===== src/fsc_pkg.sv =====
package fsc_pkg;
   // -------------------------------------------------------------
   // register offsets
   // -------------------------------------------------------------
   localparam logic [7:0] ADDR_TACH_MODE_RES = 8'hBD;
   localparam logic [7:0] ADDR_THRESH_SEL = 8'hBE;
   localparam logic [7:0] ADDR_RAMP_DELAY = 8'hBF;
   localparam logic [7:0] ADDR_HYST_A = 8'hC0;
   localparam logic [7:0] ADDR_HYST_B = 8'hC1;
   localparam logic [7:0] ADDR_SPIKE_CTRL = 8'hC2;

   // -------------------------------------------------------------
   // reset values and writable masks
   // -------------------------------------------------------------
   localparam logic [7:0] RST_TACH_MODE_RES = 8'h00;
   localparam logic [7:0] RST_THRESH_SEL = 8'h00;
   localparam logic [7:0] RST_RAMP_DELAY = 8'h00;
   localparam logic [7:0] RST_HYST_A = 8'h00;
   localparam logic [7:0] RST_HYST_B = 8'h44;
   localparam logic [7:0] RST_SPIKE_CTRL = 8'h00;
   localparam logic [7:0] MASK_TACH_MODE_RES = 8'h3F;
   localparam logic [7:0] MASK_THRESH_SEL = 8'hF3;
   localparam logic [7:0] MASK_FULL = 8'hFF;

   // -------------------------------------------------------------
   // field positions
   // -------------------------------------------------------------
   localparam int SMART_TACH_LSB = 0;
   localparam int HALF_DEG_ONE_BIT = 4;
   localparam int HALF_DEG_TWO_BIT = 5;
   localparam int CPU_A_VID_BIT = 0;
   localparam int CPU_B_VID_BIT = 1;
   localparam int GP_IN_LSB = 4;
   localparam int REG_HOT_LSB = 0;
   localparam int THROTTLE_LSB = 4;
   localparam int HYST_LO_LSB = 0;
   localparam int HYST_HI_LSB = 4;
   localparam int SPAN_ONE_LSB = 0;
   localparam int USE_ONE_BIT = 3;
   localparam int SPAN_TWO_LSB = 4;
   localparam int USE_TWO_BIT = 7;

   // -------------------------------------------------------------
   // timing
   // -------------------------------------------------------------
   localparam int CLOCK_HZ = 40000000;
   localparam int RAMP_UNIT_MS = 50;
   localparam int RAMP_UNIT_CYCLES = RAMP_UNIT_MS * (CLOCK_HZ / 1000);

   // smoothing spans in tenths of a second, codes 0 to 7
   localparam int SPAN_DS_0 = 118;
   localparam int SPAN_DS_7 = 4;

   localparam logic [7:0] DUTY_FULL = 8'hFF;
   localparam logic [7:0] DUTY_ZERO = 8'h00;

   typedef enum logic [2:0] {
      FSC_RAMP_HOLD = 3'b001,
      FSC_RAMP_UP = 3'b010,
      FSC_RAMP_DOWN = 3'b100
   } fsc_ramp_state_t;
endpackage


===== src/fsc_ramp_step.sv =====
`timescale 1ns/100ps
`default_nettype none
module fsc_ramp_step (
   input wire logic clock,
   input wire logic rst_b,
   input wire logic hot_in,
   input wire logic [3:0] step_code,
   input wire logic unit_tick,
   output logic [7:0] duty_out,
   output logic ramp_busy
);
   fsc_pkg::fsc_ramp_state_t state_q, state_d;
   logic [3:0] cnt_q, cnt_d;
   logic [7:0] duty_q, duty_d;
   wire zero_delay = (step_code == 4'h0);
   wire step_due = unit_tick && ((cnt_q + 4'h1) >= step_code);
   wire at_full = (duty_q == fsc_pkg::DUTY_FULL);
   wire at_zero = (duty_q == fsc_pkg::DUTY_ZERO);

   // -------------------------------------------------------------
   // direction state
   // -------------------------------------------------------------
   always_comb begin
      state_d = state_q;
      case (state_q)
         fsc_pkg::FSC_RAMP_HOLD: begin
            if (hot_in && !at_full) begin
               state_d = fsc_pkg::FSC_RAMP_UP;
            end else if (!hot_in && !at_zero) begin
               state_d = fsc_pkg::FSC_RAMP_DOWN;
            end
         end
         fsc_pkg::FSC_RAMP_UP: begin
            if (!hot_in) begin
               state_d = fsc_pkg::FSC_RAMP_DOWN;
            end else if (at_full) begin
               state_d = fsc_pkg::FSC_RAMP_HOLD;
            end
         end
         fsc_pkg::FSC_RAMP_DOWN: begin
            if (hot_in) begin
               state_d = fsc_pkg::FSC_RAMP_UP;
            end else if (at_zero) begin
               state_d = fsc_pkg::FSC_RAMP_HOLD;
            end
         end
         default: state_d = fsc_pkg::FSC_RAMP_HOLD;
      endcase
   end

   // -------------------------------------------------------------
   // duty stepping, one step per code times 50 ms
   // -------------------------------------------------------------
   always_comb begin
      duty_d = duty_q;
      cnt_d = cnt_q;
      if (zero_delay) begin
         duty_d = hot_in ? fsc_pkg::DUTY_FULL : fsc_pkg::DUTY_ZERO;
         cnt_d = 4'h0;
      end else if (state_q == fsc_pkg::FSC_RAMP_HOLD || state_d != state_q) begin
         cnt_d = 4'h0;
      end else if (unit_tick) begin
         cnt_d = step_due ? 4'h0 : cnt_q + 4'h1;
         if (step_due && state_q == fsc_pkg::FSC_RAMP_UP && !at_full) begin
            duty_d = duty_q + 8'h01;
         end else if (step_due && state_q == fsc_pkg::FSC_RAMP_DOWN && !at_zero) begin
            duty_d = duty_q - 8'h01;
         end
      end
   end

   always_ff @(posedge clock) begin
      if (!rst_b) begin
         state_q <= fsc_pkg::FSC_RAMP_HOLD;
         cnt_q <= 4'h0;
         duty_q <= fsc_pkg::DUTY_ZERO;
      end else begin
         state_q <= state_d;
         cnt_q <= cnt_d;
         duty_q <= duty_d;
      end
   end

   assign duty_out = duty_q;
   assign ramp_busy = (state_q != fsc_pkg::FSC_RAMP_HOLD);

   // -------------------------------------------------------------
   // checks
   // -------------------------------------------------------------
   chk_zero_delay_full: assert property (@(posedge clock) disable iff (!rst_b)
      (hot_in && zero_delay) |=> (duty_q == fsc_pkg::DUTY_FULL))
      else $error("zero delay did not jump to full duty");
   chk_step_needs_tick: assert property (@(posedge clock) disable iff (!rst_b)
      (duty_q == $past(duty_q) + 8'h01) && !$past(zero_delay) |-> $past(unit_tick))
      else $error("duty stepped without a delay unit");
endmodule // fsc_ramp_step
`default_nettype wire


===== src/fsc_setup_regs.sv =====
`timescale 1ns/100ps
`default_nettype none
module fsc_setup_regs #(
   parameter int RAMP_UNIT_CYCLES = fsc_pkg::RAMP_UNIT_CYCLES
) (
   input wire logic clock,
   input wire logic rst_b,
   input wire logic [7:0] reg_addr,
   input wire logic reg_wr,
   input wire logic [7:0] reg_wdata,
   input wire logic reg_rd,
   output logic [7:0] reg_rdata,
   output logic [3:0] smart_tach_en,
   output logic cpu_a_vid_low_thresh,
   output logic cpu_b_vid_low_thresh,
   output logic [3:0] gp_in_low_thresh,
   input wire logic [1:0] regulator_hot_input,
   input wire logic [1:0] cpu_throttle_signal,
   output logic [7:0] regulator_hot_duty,
   output logic [7:0] throttle_duty,
   input wire logic [35:0] zone_temp,
   input wire logic [31:0] boost_temp,
   input wire logic temp_valid,
   input wire logic limit_filter_sel_one,
   input wire logic limit_filter_sel_two,
   input wire logic fanctl_filter_sel_one,
   input wire logic fanctl_filter_sel_two,
   output logic [35:0] fanctl_temp,
   output logic [17:0] limit_temp,
   output logic [17:0] reading_temp,
   output logic [17:0] filtered_temp,
   output logic [3:0] boost_full_duty
);
   localparam int TICK_W = $clog2(RAMP_UNIT_CYCLES + 1);
   localparam logic [TICK_W-1:0] TICK_LAST = TICK_W'(RAMP_UNIT_CYCLES - 1);

   // -------------------------------------------------------------
   // register storage and helpers
   // -------------------------------------------------------------
   logic [7:0] tach_res_q, thresh_q, ramp_q, hyst_a_q, hyst_b_q, spike_q;
   logic [7:0] rdata_q, rdata_d;
   logic [TICK_W-1:0] tick_cnt_q;
   logic unit_tick_q;
   logic [3:0] boost_q, boost_d;
   logic [15:0] acc_q [2];
   logic [15:0] acc_d [2];

   // masked write keeps reserved bits at zero
   function automatic logic [7:0] wr_merge(input logic [7:0] data, input logic [7:0] mask);
      wr_merge = data & mask;
   endfunction

   // smoothing shift per span code: larger shift, longer averaging
   function automatic logic [2:0] span_shift(input logic [2:0] code);
      case (code)
         3'h0: span_shift = 3'h7;
         3'h1: span_shift = 3'h6;
         3'h2: span_shift = 3'h6;
         3'h3: span_shift = 3'h5;
         3'h4: span_shift = 3'h4;
         3'h5: span_shift = 3'h3;
         3'h6: span_shift = 3'h3;
         default: span_shift = 3'h2;
      endcase
   endfunction

   // boost temperature minus hysteresis, floored at zero
   function automatic logic [7:0] release_level(input logic [7:0] boost, input logic [3:0] hyst);
      release_level = (boost > {4'h0, hyst}) ? boost - {4'h0, hyst} : 8'h00;
   endfunction

   // one filter step; rising steps round up so a steady input is reached exactly
   function automatic logic [15:0] smooth_step(input logic [15:0] acc, input logic [8:0] temp,
                                               input logic [2:0] sh);
      logic signed [16:0] diff;
      diff = signed'({1'b0, temp, 7'h00}) - signed'({1'b0, acc});
      if (diff > 17'sh0) begin
         diff = diff + ((17'sh1 <<< sh) - 17'sh1);
      end
      smooth_step = 16'(signed'({1'b0, acc}) + (diff >>> sh));
   endfunction

   // -------------------------------------------------------------
   // address decode
   // -------------------------------------------------------------
   wire hit_tach = (reg_addr == fsc_pkg::ADDR_TACH_MODE_RES);
   wire hit_thresh = (reg_addr == fsc_pkg::ADDR_THRESH_SEL);
   wire hit_ramp = (reg_addr == fsc_pkg::ADDR_RAMP_DELAY);
   wire hit_hyst_a = (reg_addr == fsc_pkg::ADDR_HYST_A);
   wire hit_hyst_b = (reg_addr == fsc_pkg::ADDR_HYST_B);
   wire hit_spike = (reg_addr == fsc_pkg::ADDR_SPIKE_CTRL);

   // -------------------------------------------------------------
   // register writes
   // -------------------------------------------------------------
   always_ff @(posedge clock) begin
      if (!rst_b) begin
         tach_res_q <= fsc_pkg::RST_TACH_MODE_RES;
         thresh_q <= fsc_pkg::RST_THRESH_SEL;
         ramp_q <= fsc_pkg::RST_RAMP_DELAY;
         hyst_a_q <= fsc_pkg::RST_HYST_A;
         hyst_b_q <= fsc_pkg::RST_HYST_B;
         spike_q <= fsc_pkg::RST_SPIKE_CTRL;
      end else if (reg_wr) begin
         if (hit_tach) begin
            tach_res_q <= wr_merge(reg_wdata, fsc_pkg::MASK_TACH_MODE_RES);
         end else if (hit_thresh) begin
            thresh_q <= wr_merge(reg_wdata, fsc_pkg::MASK_THRESH_SEL);
         end else if (hit_ramp) begin
            ramp_q <= reg_wdata;
         end else if (hit_hyst_a) begin
            hyst_a_q <= reg_wdata;
         end else if (hit_hyst_b) begin
            hyst_b_q <= reg_wdata;
         end else if (hit_spike) begin
            spike_q <= reg_wdata;
         end
      end
   end

   // -------------------------------------------------------------
   // read path, unmapped offsets read zero
   // -------------------------------------------------------------
   always_comb begin
      rdata_d = 8'h00;
      if (hit_tach) begin
         rdata_d = tach_res_q;
      end else if (hit_thresh) begin
         rdata_d = thresh_q;
      end else if (hit_ramp) begin
         rdata_d = ramp_q;
      end else if (hit_hyst_a) begin
         rdata_d = hyst_a_q;
      end else if (hit_hyst_b) begin
         rdata_d = hyst_b_q;
      end else if (hit_spike) begin
         rdata_d = spike_q;
      end
   end

   always_ff @(posedge clock) begin
      if (!rst_b) begin
         rdata_q <= 8'h00;
      end else if (reg_rd) begin
         rdata_q <= rdata_d;
      end
   end
   assign reg_rdata = rdata_q;

   // -------------------------------------------------------------
   // control exports
   // -------------------------------------------------------------
   assign smart_tach_en = tach_res_q[fsc_pkg::SMART_TACH_LSB +: 4];
   assign cpu_a_vid_low_thresh = thresh_q[fsc_pkg::CPU_A_VID_BIT];
   assign cpu_b_vid_low_thresh = thresh_q[fsc_pkg::CPU_B_VID_BIT];
   assign gp_in_low_thresh = thresh_q[fsc_pkg::GP_IN_LSB +: 4];

   // -------------------------------------------------------------
   // 50 ms delay unit shared by both ramps
   // -------------------------------------------------------------
   always_ff @(posedge clock) begin
      if (!rst_b) begin
         tick_cnt_q <= '0;
         unit_tick_q <= 1'b0;
      end else begin
         tick_cnt_q <= (tick_cnt_q == TICK_LAST) ? '0 : tick_cnt_q + TICK_W'(1);
         unit_tick_q <= (tick_cnt_q == TICK_LAST);
      end
   end

   // -------------------------------------------------------------
   // ramp engines
   // -------------------------------------------------------------
   wire [3:0] regulator_hot_step_delay = ramp_q[fsc_pkg::REG_HOT_LSB +: 4];
   wire [3:0] throttle_step_delay = ramp_q[fsc_pkg::THROTTLE_LSB +: 4];

   fsc_ramp_step u_reg_hot_ramp (
      .clock(clock),
      .rst_b(rst_b),
      .hot_in(|regulator_hot_input),
      .step_code(regulator_hot_step_delay),
      .unit_tick(unit_tick_q),
      .duty_out(regulator_hot_duty),
      .ramp_busy()
   );

   fsc_ramp_step u_throttle_ramp (
      .clock(clock),
      .rst_b(rst_b),
      .hot_in(|cpu_throttle_signal),
      .step_code(throttle_step_delay),
      .unit_tick(unit_tick_q),
      .duty_out(throttle_duty),
      .ramp_busy()
   );

   // -------------------------------------------------------------
   // fan boost with per-zone hysteresis, temperatures in whole degrees
   // -------------------------------------------------------------
   wire [35:0] boost_src; // zones 1 and 2 follow the fan control filter choice
   wire [15:0] hyst_all = {hyst_b_q, hyst_a_q};
   always_comb begin
      boost_d = boost_q;
      for (int z = 0; z < 4; z++) begin
         if (boost_src[z*9+1 +: 8] > boost_temp[z*8 +: 8]) begin
            boost_d[z] = 1'b1;
         end else if (boost_src[z*9+1 +: 8] < release_level(boost_temp[z*8 +: 8], hyst_all[z*4 +: 4])) begin
            boost_d[z] = 1'b0;
         end
      end
   end

   always_ff @(posedge clock) begin
      if (!rst_b) begin
         boost_q <= 4'h0;
      end else begin
         boost_q <= boost_d;
      end
   end
   assign boost_full_duty = boost_q;

   // -------------------------------------------------------------
   // spike smoothing, extra averaging on each new conversion
   // -------------------------------------------------------------
   wire [2:0] smoothing_span_zone_one = spike_q[fsc_pkg::SPAN_ONE_LSB +: 3];
   wire [2:0] smoothing_span_zone_two = spike_q[fsc_pkg::SPAN_TWO_LSB +: 3];
   wire smoothing_use_zone_one = spike_q[fsc_pkg::USE_ONE_BIT];
   wire smoothing_use_zone_two = spike_q[fsc_pkg::USE_TWO_BIT];
   wire [2:0] shift_sel [2];
   assign shift_sel[0] = span_shift(smoothing_span_zone_one);
   assign shift_sel[1] = span_shift(smoothing_span_zone_two);

   always_comb begin
      for (int z = 0; z < 2; z++) begin
         acc_d[z] = acc_q[z];
         if (temp_valid) begin
            acc_d[z] = smooth_step(acc_q[z], zone_temp[z*9 +: 9], shift_sel[z]);
         end
      end
   end

   always_ff @(posedge clock) begin
      if (!rst_b) begin
         acc_q[0] <= 16'h0000;
         acc_q[1] <= 16'h0000;
      end else begin
         acc_q[0] <= acc_d[0];
         acc_q[1] <= acc_d[1];
      end
   end

   // -------------------------------------------------------------
   // temperature routing
   // -------------------------------------------------------------
   wire [8:0] filt_one = acc_q[0][15:7];
   wire [8:0] filt_two = acc_q[1][15:7];
   wire limit_use_one = smoothing_use_zone_one | limit_filter_sel_one;
   wire limit_use_two = smoothing_use_zone_two | limit_filter_sel_two;
   wire fan_use_one = smoothing_use_zone_one | fanctl_filter_sel_one;
   wire fan_use_two = smoothing_use_zone_two | fanctl_filter_sel_two;
   wire [8:0] fan_src_one = fan_use_one ? filt_one : zone_temp[8:0];
   wire [8:0] fan_src_two = fan_use_two ? filt_two : zone_temp[17:9];
   assign boost_src = {zone_temp[35:18], fan_src_two, fan_src_one};
   wire half_degree_pair_one = tach_res_q[fsc_pkg::HALF_DEG_ONE_BIT];
   wire half_degree_pair_two = tach_res_q[fsc_pkg::HALF_DEG_TWO_BIT];
   wire [8:0] res_mask_one = {8'hFF, half_degree_pair_one};
   wire [8:0] res_mask_two = {8'hFF, half_degree_pair_two};

   assign fanctl_temp[8:0] = fan_src_one & res_mask_one;
   assign fanctl_temp[17:9] = fan_src_two & res_mask_one;
   assign fanctl_temp[26:18] = zone_temp[26:18] & res_mask_two;
   assign fanctl_temp[35:27] = zone_temp[35:27] & res_mask_two;
   assign limit_temp = {limit_use_two ? filt_two : zone_temp[17:9],
                        limit_use_one ? filt_one : zone_temp[8:0]};
   assign reading_temp = zone_temp[17:0];
   assign filtered_temp = {filt_two, filt_one};

   // -------------------------------------------------------------
   // checks
   // -------------------------------------------------------------
   chk_tach_write_lands: assert property (@(posedge clock) disable iff (!rst_b)
      (reg_wr && hit_tach) |=> (smart_tach_en == $past(reg_wdata[3:0])))
      else $error("smart tach enables not updated by write");
   chk_thresh_reserved_zero: assert property (@(posedge clock) disable iff (!rst_b)
      (reg_rd && hit_thresh) |=> (reg_rdata[3:2] == 2'b00))
      else $error("reserved threshold bits read nonzero");
   chk_tach_reserved_zero: assert property (@(posedge clock) disable iff (!rst_b)
      (reg_rd && hit_tach) |=> (reg_rdata[7:6] == 2'b00))
      else $error("reserved tach mode bits read nonzero");
   chk_vid_select_out: assert property (@(posedge clock) disable iff (!rst_b)
      (reg_wr && hit_thresh) |=> (cpu_a_vid_low_thresh == $past(reg_wdata[0]))
         && (cpu_b_vid_low_thresh == $past(reg_wdata[1])))
      else $error("vid threshold selects wrong");
   chk_hyst_b_reset: assert property (@(posedge clock)
      !rst_b |=> (hyst_b_q == 8'h44))
      else $error("zone 3/4 hysteresis reset value wrong");
   chk_boost_holds: assert property (@(posedge clock) disable iff (!rst_b)
      (boost_q[0] && boost_src[8:1] >= release_level(boost_temp[7:0], hyst_a_q[3:0]))
         |=> boost_q[0])
      else $error("boost released above release level");
   chk_fan_select_one: assert property (@(posedge clock) disable iff (!rst_b)
      (smoothing_use_zone_one && half_degree_pair_one) |-> (fanctl_temp[8:0] == filt_one))
      else $error("fan control not using filtered zone 1");
   chk_half_degree_off: assert property (@(posedge clock) disable iff (!rst_b)
      !half_degree_pair_two |-> (fanctl_temp[18] == 1'b0 && fanctl_temp[27] == 1'b0))
      else $error("half degree bit leaked on zones 3/4");
   chk_reading_raw: assert property (@(posedge clock) disable iff (!rst_b)
      smoothing_use_zone_two |-> (reading_temp[17:9] == zone_temp[17:9]))
      else $error("reading shows filtered value");
   chk_unit_tick_gap: assert property (@(posedge clock) disable iff (!rst_b)
      unit_tick_q |=> !unit_tick_q)
      else $error("delay unit tick too close");
endmodule // fsc_setup_regs
`default_nettype wire


===== config.mk =====
export PLATFORM = sky130hd
export DESIGN_NAME = fsc_setup_regs
export DESIGN_NICKNAME = d
export VERILOG_FILES = /design/src/fsc_pkg.sv /design/src/fsc_ramp_step.sv /design/src/fsc_setup_regs.sv
export SDC_FILE = /design/constraint.sdc
export NUM_CORES = 1
export LEC_CHECK = 0
export BUFFER_PORTS_ARGS = -buffer_cell sky130_fd_sc_hd__buf_4
export CORE_MARGIN = 2
export CORE_UTILIZATION = 50
export CTS_CLUSTER_DIAMETER = 120
export DETAILED_ROUTE_END_ITERATION = 10
export GPL_TIMING_DRIVEN = 0
export PLACE_DENSITY_LB_ADDON = 0.15
export RECOVER_POWER = 50
export SLEW_MARGIN = 5
export SYNTH_ARGS = -nofsm -noshare
export SYNTH_HDL_FRONTEND = slang
export SYNTH_SLANG_ARGS = --single-unit

===== constraint.sdc =====
create_clock -name clock -period 7.3 [get_ports clock]
set_input_delay 1.46 -clock clock [delete_from_list [all_inputs] [get_ports clock]]
set_output_delay 1.46 -clock clock [all_outputs]
set_load 0.02 [all_outputs]

==> results of run 1 <==
## stage by stage
step           util, %  TNS (ps)  cells  area (um^2)
2_1_floorplan        -         0   2156        16600
3_3_place_gp      57.8     -7860   2820        18800
3_5_place_dp      57.8     -9950   2820        18800
4_1_cts           60.2         0   2859        19600
5_1_grt           61.4     -90.5   2874        20000
6_report          61.4         0   2874        20000
## synth_stat cells (7+ instances only)
master,count,area (um^2)
a21o_1,55,413
a21boi_0,14,105
nand3b_1,15,113
o21ai_0,124,621
fa_1,10,200
dfxtp_1,140,2800
a31oi_1,13,81.3
a21oi_1,140,701
clkbuf_1,63,236
or3_1,15,93.8
nand3_1,65,325
or2_2,9,56.3
inv_1,174,653
nor4_1,14,87.6
o21a_1,19,143
or4_1,10,75.1
ha_1,199,2490
o311ai_0,7,61.3
mux2_2,13,146
a211oi_1,17,128
nor2b_1,80,500
nand2_1,191,717
nand2b_1,31,194
o21bai_1,14,105
a22o_1,9,78.8
o211ai_1,34,255
xnor2_1,69,604
a211o_1,12,105
and2_1,17,106
o31ai_1,10,75.1
nor2_1,133,499
mux2i_1,99,991
nor3_1,36,180
nand4_1,21,131
o211a_1,12,120
and3_1,19,119
buf_4,57,428
xor2_1,44,385
o21ai_1,7,35.0
a22oi_1,9,67.6
## kinds of logic (layout without fill, tap and decap cells)
family	count (synthesis)	in the layout	share of synthesized area [%]
adder cells (fa/ha/maj)	209	209	16.2
XOR/XNOR	113	113	5.95
multiplexers	123	123	8.02
AO/OA/AOI/OAI	576	576	23.4
AND/OR/NAND/NOR	690	690	21.2
buffers and inverters	305	581	8.35
flip-flops	140	140	16.9
## routing by layer
layer | wire (um) | vias to the layer above | global-route usage [%]
met5 | 0 | - | 0
met4 | 985 | 0 | 7.72
met3 | 2320 | 77 | 3.20
met2 | 24300 | 480 | 47.5
met1 | 23500 | 7852 | 37.7
li1 | - | 8232 | -
## final timing paths
path / cells after the start / to / from
worst min register to register: 2 / acc_q[0][31] / acc_q[0][31]
worst min-delay path: 2 / acc_q[0][31] / acc_q[0][31]
worst max-delay path: 29 / acc_q[0][15] / zone_temp[2]
worst max register to register: 27 / acc_q[0][31] / spike_q[5]
## registers in the layout, indices dropped and copies added, names as in the netlist, 6 cells and up
name,cells
acc_q,32
hyst_a_q,8
hyst_b_q,8
ramp_q,8
reg_rdata,8
spike_q,8
tach_res_q,6
thresh_q,6
tick_cnt_q,21
u_reg_hot_ramp.duty_out,8
u_throttle_ramp.duty_out,8
## cell type report
class                   instances  area [um^2]
multi-input cells            1711        13100
fillers                      3004        12600
flip-flops and latches        140         2800
repair buffers                245         1660
plain buffers                 129          737
inverters                     175          657
well taps                     442          553
clock buffers                  17          425
clock inverters                15          131
## power by group through the flow
stage | Combinational, mW | Clock, mW | Sequential (mW)
6_report | 8.66 | 0.837 | 0.988
5_1_grt | 9.46 | 0.873 | 1.00
4_1_cts | 7.84 | 0.840 | 0.982
3_5_place_dp | 7.56 | 0 | 0.997
3_3_place_gp | 7.41 | 0 | 0.995
2_1_floorplan | 5.90 | 0 | 0.958
## worst register-to-register path: stages (launching register included)
cell and delay (ps):
dfxtp_1 300, clkbuf_1 370, inv_1 220, clkbuf_1 280, nor2_1 230, nand2_1 210, ha_1 420, inv_1 50
ha_1 280, a211o_1 300, a211oi_1 410, o21bai_1 200, a31oi_1 310, o21ai_0 170, o2bb2ai_1 200, mux2_4 320
o31ai_2 210, nor3_2 80, ha_1 340, a21o_1 180, a21o_1 170, a21o_1 210, a311oi_2 290, o21ai_1 110
and2_1 170, or4_1 490, nand3_2 110, mux2i_1 180
## timing repair
item / in CTS / in global routing
setup buffers: 7 / 14
setup endpoints to repair: 11 / 10
pin swaps: 11 / 35
hold endpoints to repair: 0 / 0
gates cloned: 0 / 2
resized for setup: 33 / 90
==> results.sh, run 1 <==
export IMPL_slew_headroom_pct=15.8
export IMPL_h_tree_depth=4
export IMPL_dieArea_um2=34700
export IMPL_grt_total_usage_pct=28.1
export IMPL_synth_ff_type="dfxtp_1"
export IMPL_die_w_um=186
export IMPL_grt_first_pass_wirelength_um=81000
export IMPL_drtPass1Iterations=7
export IMPL_cts_tree="done"
export IMPL_area_delta_synth_final_pct=20.4
export IMPL_clock_fmax_mhz=140
export IMPL_vias=16600
export IMPL_synth_area_um2=16600
export IMPL_synth_nets=2462
export IMPL_synth_cell_types=96
export IMPL_ys_ff_latch=140
export IMPL_port_buffers=222
export IMPL_p_clk_share_pct=8.0
export IMPL_ys_warnings_count=0
export IMPL_dpl_hpwl_um=40300
export IMPL_drt_total_wl_um=51100
export IMPL_clock_sinks=140
export IMPL_worst_skew_pair_late_latency_ps=440
export IMPL_route_detailed_drc=0
export IMPL_cp_top_family="compound AO/OA/AOI/OAI gates"
export IMPL_crit_arrival_ps=7430
export IMPL_holdWs_ps=476
export IMPL_max_stage_delay_ps=490
export IMPL_end_kind="register"
export IMPL_drive_above_1_share_pct=17.9
export IMPL_period_minus_slack_ps=7130
export IMPL_synth_cells=2156
export IMPL_num_rows=66
export IMPL_switching_share_pct=51.8
export IMPL_finalMaxSlewViolations=0
export IMPL_async_flop_share_pct=0
export IMPL_cts_root_buf="clkbuf_16"
export IMPL_worst_pin_slew_ps=1250
export IMPL_yosysSeqAreaShare_pct=16.9
export IMPL_antenna_found_initial=0
export IMPL_worstSetupPathType="in -> reg"
export IMPL_nNetsFinal=2725
export IMPL_hold_path_class="reg -> reg"
export IMPL_p_int_mw=5.06
export IMPL_crit_fanout=6
export IMPL_switchingPower_mw=5.43
export IMPL_first_iter_violations=1454
export IMPL_hold_viol=0
export IMPL_seqPwrFrac_pct=9.4
export IMPL_wl_per_cell_um=17.8
export IMPL_coreArea_um2=32600
export IMPL_die_h_um=186
export IMPL_clk_pin_slew_ps=60
export IMPL_maxCapViolCount=0
export IMPL_crit_buf_inv=4
export IMPL_gp_congestion=0.935
export IMPL_power_density_nw_per_um2=524
export IMPL_skew_ps=15.9
export IMPL_fin_ws_ps=170
export IMPL_status="completed"
export IMPL_first_global_vias=15800
export IMPL_place_ws_ps=-1430
export IMPL_setup_viol=0
export IMPL_initial_utilization_pct=51.0
export IMPL_cts_made_buffers=17
export IMPL_finalCritPeriodShare_pct=97.7
export IMPL_cts_max_path_buffers=2
export IMPL_io_pins=225
export IMPL_power_total_mw=10.5
export IMPL_pwr_share_comb_pct=82.6
export IMPL_crit_required_ps=7600
export IMPL_startpoint_type="input port"
export IMPL_overflow=0
export IMPL_power_static_leakage_nw=8.92
export IMPL_reg2reg_slack_ps=410
export IMPL_antenna_cells=0
export IMPL_synth_area_per_cell_um2=7.71
export IMPL_final_cell_mix="buf_4, nand2_1, ha_1, inv_1, dfxtp_1"
export IMPL_hold_buffers=0
export IMPL_synth_edf_count=0
export IMPL_ant_nets=0
export IMPL_grt_max_degree=17
export IMPL_mostFrequentLayoutCell="buf_4"
export IMPL_peakVddDrop_v=0.000285
export IMPL_crit_slowest_cell="or4_1"
export IMPL_vias_per_cell=5.79
(Power assumes the default switching activity.)
==> inputs of run 2 (changes only) <==
--- a/config.mk
+++ b/config.mk
@@ -10,7 +10,6 @@
 export CORE_UTILIZATION = 50
 export CTS_CLUSTER_DIAMETER = 120
 export DETAILED_ROUTE_END_ITERATION = 10
-export GPL_TIMING_DRIVEN = 0
 export PLACE_DENSITY_LB_ADDON = 0.15
 export RECOVER_POWER = 50
 export SLEW_MARGIN = 5
==> constraint.sdc (replaced) <==
create_clock -name clock -period 7.51 [get_ports clock]
set_input_delay 1.502 -clock clock [delete_from_list [all_inputs] [get_ports clock]]
set_output_delay 1.502 -clock clock [all_outputs]
set_load 0.02 [all_outputs]
==> results.sh, run 2 (synthesis gave the netlist of run 1 again) <==
export IMPL_regArea_um2=2800
export IMPL_worst_pin_slew_ps=2150
export IMPL_vias_per_cell=5.81
export IMPL_top_regs="acc_q (32), tick_cnt_q (21)"
export IMPL_post_dp_cell_area_um2=19400
export IMPL_end_kind="register"
export IMPL_crit_arrival_ps=7600
export IMPL_first_iter_violations=1097
export IMPL_startpoint_type="input port"
export IMPL_cts_made_buffers=17
export IMPL_worstSetupPathType="in -> reg"
export IMPL_drt_total_wl_um=49000
export IMPL_fin_ws_ps=273
export IMPL_wl_per_cell_um=16.9
export IMPL_cts_root_buf="clkbuf_16"
export IMPL_hold_path_class="reg -> reg"
export IMPL_crit_fanout=5
export IMPL_hold_viol=0
export IMPL_initial_utilization_pct=51.0
export IMPL_num_rows=66
export IMPL_largest_reg_flops=32
export IMPL_multi_input_area_um2=12500
export IMPL_grt_max_degree=62
export IMPL_h_tree_depth=4
export IMPL_nNetsFinal=2746
export IMPL_io_pins=225
export IMPL_ant_nets=0
export IMPL_status="complete, but fails checks"
export IMPL_route_detailed_drc=0
export IMPL_cts_tree="done"
export IMPL_clock_sinks=140
export IMPL_fin_area_um2=19900
export IMPL_period_minus_slack_ps=7240
export IMPL_clk_pin_slew_ps=70
export IMPL_port_buffers=224
export IMPL_area_delta_synth_final_pct=19.5
export IMPL_reg2reg_slack_ps=780
export IMPL_p_int_mw=5.47
export IMPL_grt_first_pass_wirelength_um=80200
export IMPL_finalCritPeriodShare_pct=96.4
export IMPL_dieArea_um2=34700
export IMPL_dpl_hpwl_um=39500
export IMPL_worst_skew_pair_late_latency_ps=440
export IMPL_power_density_nw_per_um2=535
export IMPL_seqPwrFrac_pct=9.0
export IMPL_crit_slowest_cell="o311ai_1"
export IMPL_coreArea_um2=32600
export IMPL_grt_total_usage_pct=27.5
export IMPL_fillers=3064
export IMPL_vias=16800
export IMPL_mostFrequentLayoutCell="buf_4"
export IMPL_maxCapViolCount=1
export IMPL_peakVddDrop_v=0.000274
export IMPL_cts_max_path_buffers=2
export IMPL_antenna_found_initial=1
export IMPL_clock_fmax_mhz=138
export IMPL_switching_share_pct=48.5
export IMPL_drtPass1Iterations=6
export IMPL_switchingPower_mw=5.15
export IMPL_final_cell_mix="buf_4, ha_1, nand2_1, inv_1, dfxtp_1"
export IMPL_finalMaxSlewViolations=58
export IMPL_crit_required_ps=7870
export IMPL_die_h_um=186
export IMPL_top_register="acc_q"
export IMPL_pwr_share_comb_pct=82.8
export IMPL_max_stage_delay_ps=490
export IMPL_die_w_um=186
export IMPL_place_ws_ps=-318
export IMPL_postLayoutCoreUtil_pct=60.9
export IMPL_setup_viol=0
export IMPL_first_global_vias=16000
export IMPL_power_static_leakage_nw=9.11
export IMPL_p_clk_share_pct=8.3
export IMPL_drive_above_1_share_pct=17.7
export IMPL_slew_headroom_pct=-43.3
export IMPL_failed_checks="capacitance limit, slew limit"
export IMPL_gp_congestion=0.945
export IMPL_antenna_cells=0
export IMPL_skew_ps=12.4
export IMPL_overflow=0
==> run 2: path summary, 6_finish.rpt <==
kind | start | to | depth (start not counted)
setup reg to reg | acc_q[0][17] | acc_q[0][31] | 28
hold reg to reg | reg_rdata[1] | reg_rdata[1] | 1
setup / recovery | zone_temp[10] | acc_q[0][31] | 30
hold / removal | reg_rdata[1] | reg_rdata[1] | 1
==> run 2: cell type report <==
cell class | count | area share (%)
Clock buffer | 17 | 2.14
Tap cell | 442 | 2.78
Inverter | 175 | 3.31
Multi-Input combinational cell | 1711 | 63.0
Timing Repair Buffer | 395 | 13.7
Sequential cell | 140 | 14.1
Clock inverter | 15 | 0.919
==> run 2: power groups by stage <==
stage	registers [mW]	logic (mW)	clock network [mW]
detailed placement	0.967	8.53	0
finish	0.954	8.79	0.877
floorplan	0.931	5.74	0
global route	0.963	9.70	0.921
CTS	0.951	8.59	0.894
global placement	0.965	8.39	0
==> run 2: critical path: cells and delay by family <==
family,cells,cell delay (ps)
compound gates,11,2600
xor+xnor,1,250
fa+ha+maj,3,900
buf+inv,5,630
mux,3,620
simple gates,7,1090
==> run 2: layer usage <==
layer	track usage [%]	part of all wire, %	wire length [um]	up-vias
li1	-	-	-	8292
met2	45.0	45	22200	542
met1	37.7	47	22900	7913
met3	4.12	6.0	2920	84
met5	0	0.020	10	-
met4	7.17	2.0	990	2
==> run 2: metrics by stage <==
step / power [mW] / setup TNS (ps) / hold WS [ps] / instances
2_1_floorplan: 6.67 / 0 / 438 / 2156
3_3_place_gp: 9.35 / -290 / 450 / 2862
3_5_place_dp: 9.50 / -614 / 471 / 2862
4_1_cts: 10.4 / 0 / 487 / 2894
5_1_grt: 11.6 / -43.9 / 503 / 2895
6_report: 10.6 / 0 / 484 / 2895
==> run 2: timing repair <==
item | in CTS | in global routing
setup buffers | 0 | 1
hold buffers | 0 | 0
setup endpoints to repair | 0 | 4
resized for setup | 0 | 16
==> inputs of run 3 (changes only) <==
==> constraint.sdc (replaced) <==
create_clock -name clock -period 7.6 [get_ports clock]
set_input_delay 1.52 -clock clock [delete_from_list [all_inputs] [get_ports clock]]
set_output_delay 1.52 -clock clock [all_outputs]
set_load 0.02 [all_outputs]
==> results.sh, run 3 (synthesis gave the netlist of run 1 again) <==
export IMPL_max_stage_delay_ps=510
export IMPL_slew_headroom_pct=-120
export IMPL_switching_share_pct=49.0
export IMPL_top_register="acc_q"
export IMPL_ant_nets=0
export IMPL_layoutNonFillerInstCount=2863
export IMPL_dieArea_um2=34700
export IMPL_num_rows=66
export IMPL_crit_required_ps=7910
export IMPL_crit_arrival_ps=7590
export IMPL_initial_utilization_pct=51.0
export IMPL_maxCapViolCount=1
export IMPL_setup_viol=0
export IMPL_die_h_um=186
export IMPL_worst_skew_pair_late_latency_ps=440
export IMPL_vias=16600
export IMPL_largest_reg_flops=32
export IMPL_die_w_um=186
export IMPL_hold_buffers=0
export IMPL_worst_pin_slew_ps=3290
export IMPL_gp_congestion=0.948
export IMPL_dp_cells=2831
export IMPL_grt_first_pass_wirelength_um=78800
export IMPL_clock_fmax_mhz=137
export IMPL_power_density_nw_per_um2=521
export IMPL_nNetsFinal=2714
export IMPL_wl_per_cell_um=16.9
export IMPL_period_minus_slack_ps=7280
export IMPL_final_cell_mix="buf_4, ha_1, nand2_1, inv_1"
export IMPL_port_buffers=224
export IMPL_cts_setup_buffers=0
export IMPL_cp_top_family="simple AND/OR/NAND/NOR gates"
export IMPL_cts_tree="done"
export IMPL_status="complete, but fails checks"
export IMPL_hold_path_class="reg -> reg"
export IMPL_place_ws_ps=-226
export IMPL_drtPass1Iterations=6
export IMPL_area_delta_synth_final_pct=18.1
export IMPL_h_tree_depth=4
export IMPL_mostFrequentLayoutCell="buf_4"
export IMPL_vias_per_cell=5.82
export IMPL_io_pins=225
export IMPL_finalCritPeriodShare_pct=95.7
export IMPL_crit_buf_inv=6
export IMPL_cts_root_buf="clkbuf_16"
export IMPL_fin_tns_setup_ps=0
export IMPL_first_iter_violations=1161
export IMPL_skew_ps=16.0
export IMPL_power_total_mw=10.2
export IMPL_clk_pin_slew_ps=70
export IMPL_top_regs="acc_q (32), tick_cnt_q (21)"
export IMPL_cts_resized=0
export IMPL_failed_checks="capacitance limit, slew limit"
export IMPL_antenna_found_initial=0
export IMPL_power_static_leakage_nw=8.99
export IMPL_crit_fanout=10
export IMPL_seqPwrFrac_pct=9.3
export IMPL_end_kind="register"
export IMPL_p_clk_share_pct=8.7
export IMPL_drive_above_1_share_pct=16.7
export IMPL_pwr_share_comb_pct=82.0
export IMPL_holdWs_ps=461
export IMPL_route_detailed_drc=0
export IMPL_clock_sinks=140
export IMPL_worstSetupPathType="in -> reg"
export IMPL_peakVddDrop_v=0.000266
export IMPL_p_int_mw=5.22
export IMPL_hold_viol=0
export IMPL_grt_max_degree=86
export IMPL_drt_total_wl_um=48400
export IMPL_finalMaxSlewViolations=86
export IMPL_cts_max_path_buffers=2
export IMPL_startpoint_type="input port"
export IMPL_fin_ws_ps=325
export IMPL_grt_total_usage_pct=27.0
export IMPL_cts_made_buffers=17
export IMPL_switchingPower_mw=5.02
export IMPL_coreArea_um2=32600
export IMPL_overflow=0
export IMPL_first_global_vias=15600
export IMPL_crit_slowest_cell="or4_1"
export IMPL_antenna_cells=0
export IMPL_dpl_hpwl_um=38800
==> run 3: power by group through the flow <==
stage	Sequential (mW)	Combinational (mW)	Clock (mW)
floorplan	0.920	5.67	0
global placement	0.964	8.04	0
detailed placement	0.963	8.19	0
CTS	0.949	8.25	0.898
global route	0.962	9.28	0.927
finish	0.953	8.40	0.886
==> run 3: area by class of cell <==
type,count,area (um^2)
Clock buffer,17,425
Sequential cell,140,2800
Fill cell,3087,13000
Timing Repair Buffer,363,2510
Clock inverter,15,184
Inverter,175,657
Multi-Input combinational cell,1711,12500
Tap cell,442,553
==> run 3: metal layers <==
layer	vias up	GRT usage, %	share of wire [%]
met1	7814	37.9	47
met4	0	6.89	1.6
met2	558	43.8	46
met3	57	3.52	5.8
li1	8220	-	-
met5	-	0	0
==> run 3: final timing paths <==
kind | start | to | slack, ps | cells after the start
max | zone_temp[0] | acc_q[0][15] | 320 | 30
min | boost_full_duty[1] | boost_full_duty[1] | 460 | 2
max reg2reg | acc_q[0][17] | acc_q[0][31] | 760 | 28
min reg2reg | boost_full_duty[1] | boost_full_duty[1] | 460 | 2
==> run 3: metrics by stage <==
stage	utilization, %	area, um^2
6_report	60.2	19600
4_1_cts	60.7	19800
3_3_place_gp	58.8	19200
3_5_place_dp	58.8	19200
5_1_grt	60.2	19600
2_1_floorplan	-	16600
==> run 3: worst reg2reg max path, delay by kind of cell (launching register included) <==
family	cells	cell delay, ps
mux	2	470
compound gates	12	2660
xor+xnor	1	450
buf+inv	3	360
fa+ha+maj	4	1220
simple gates	6	1070
flops	1	540
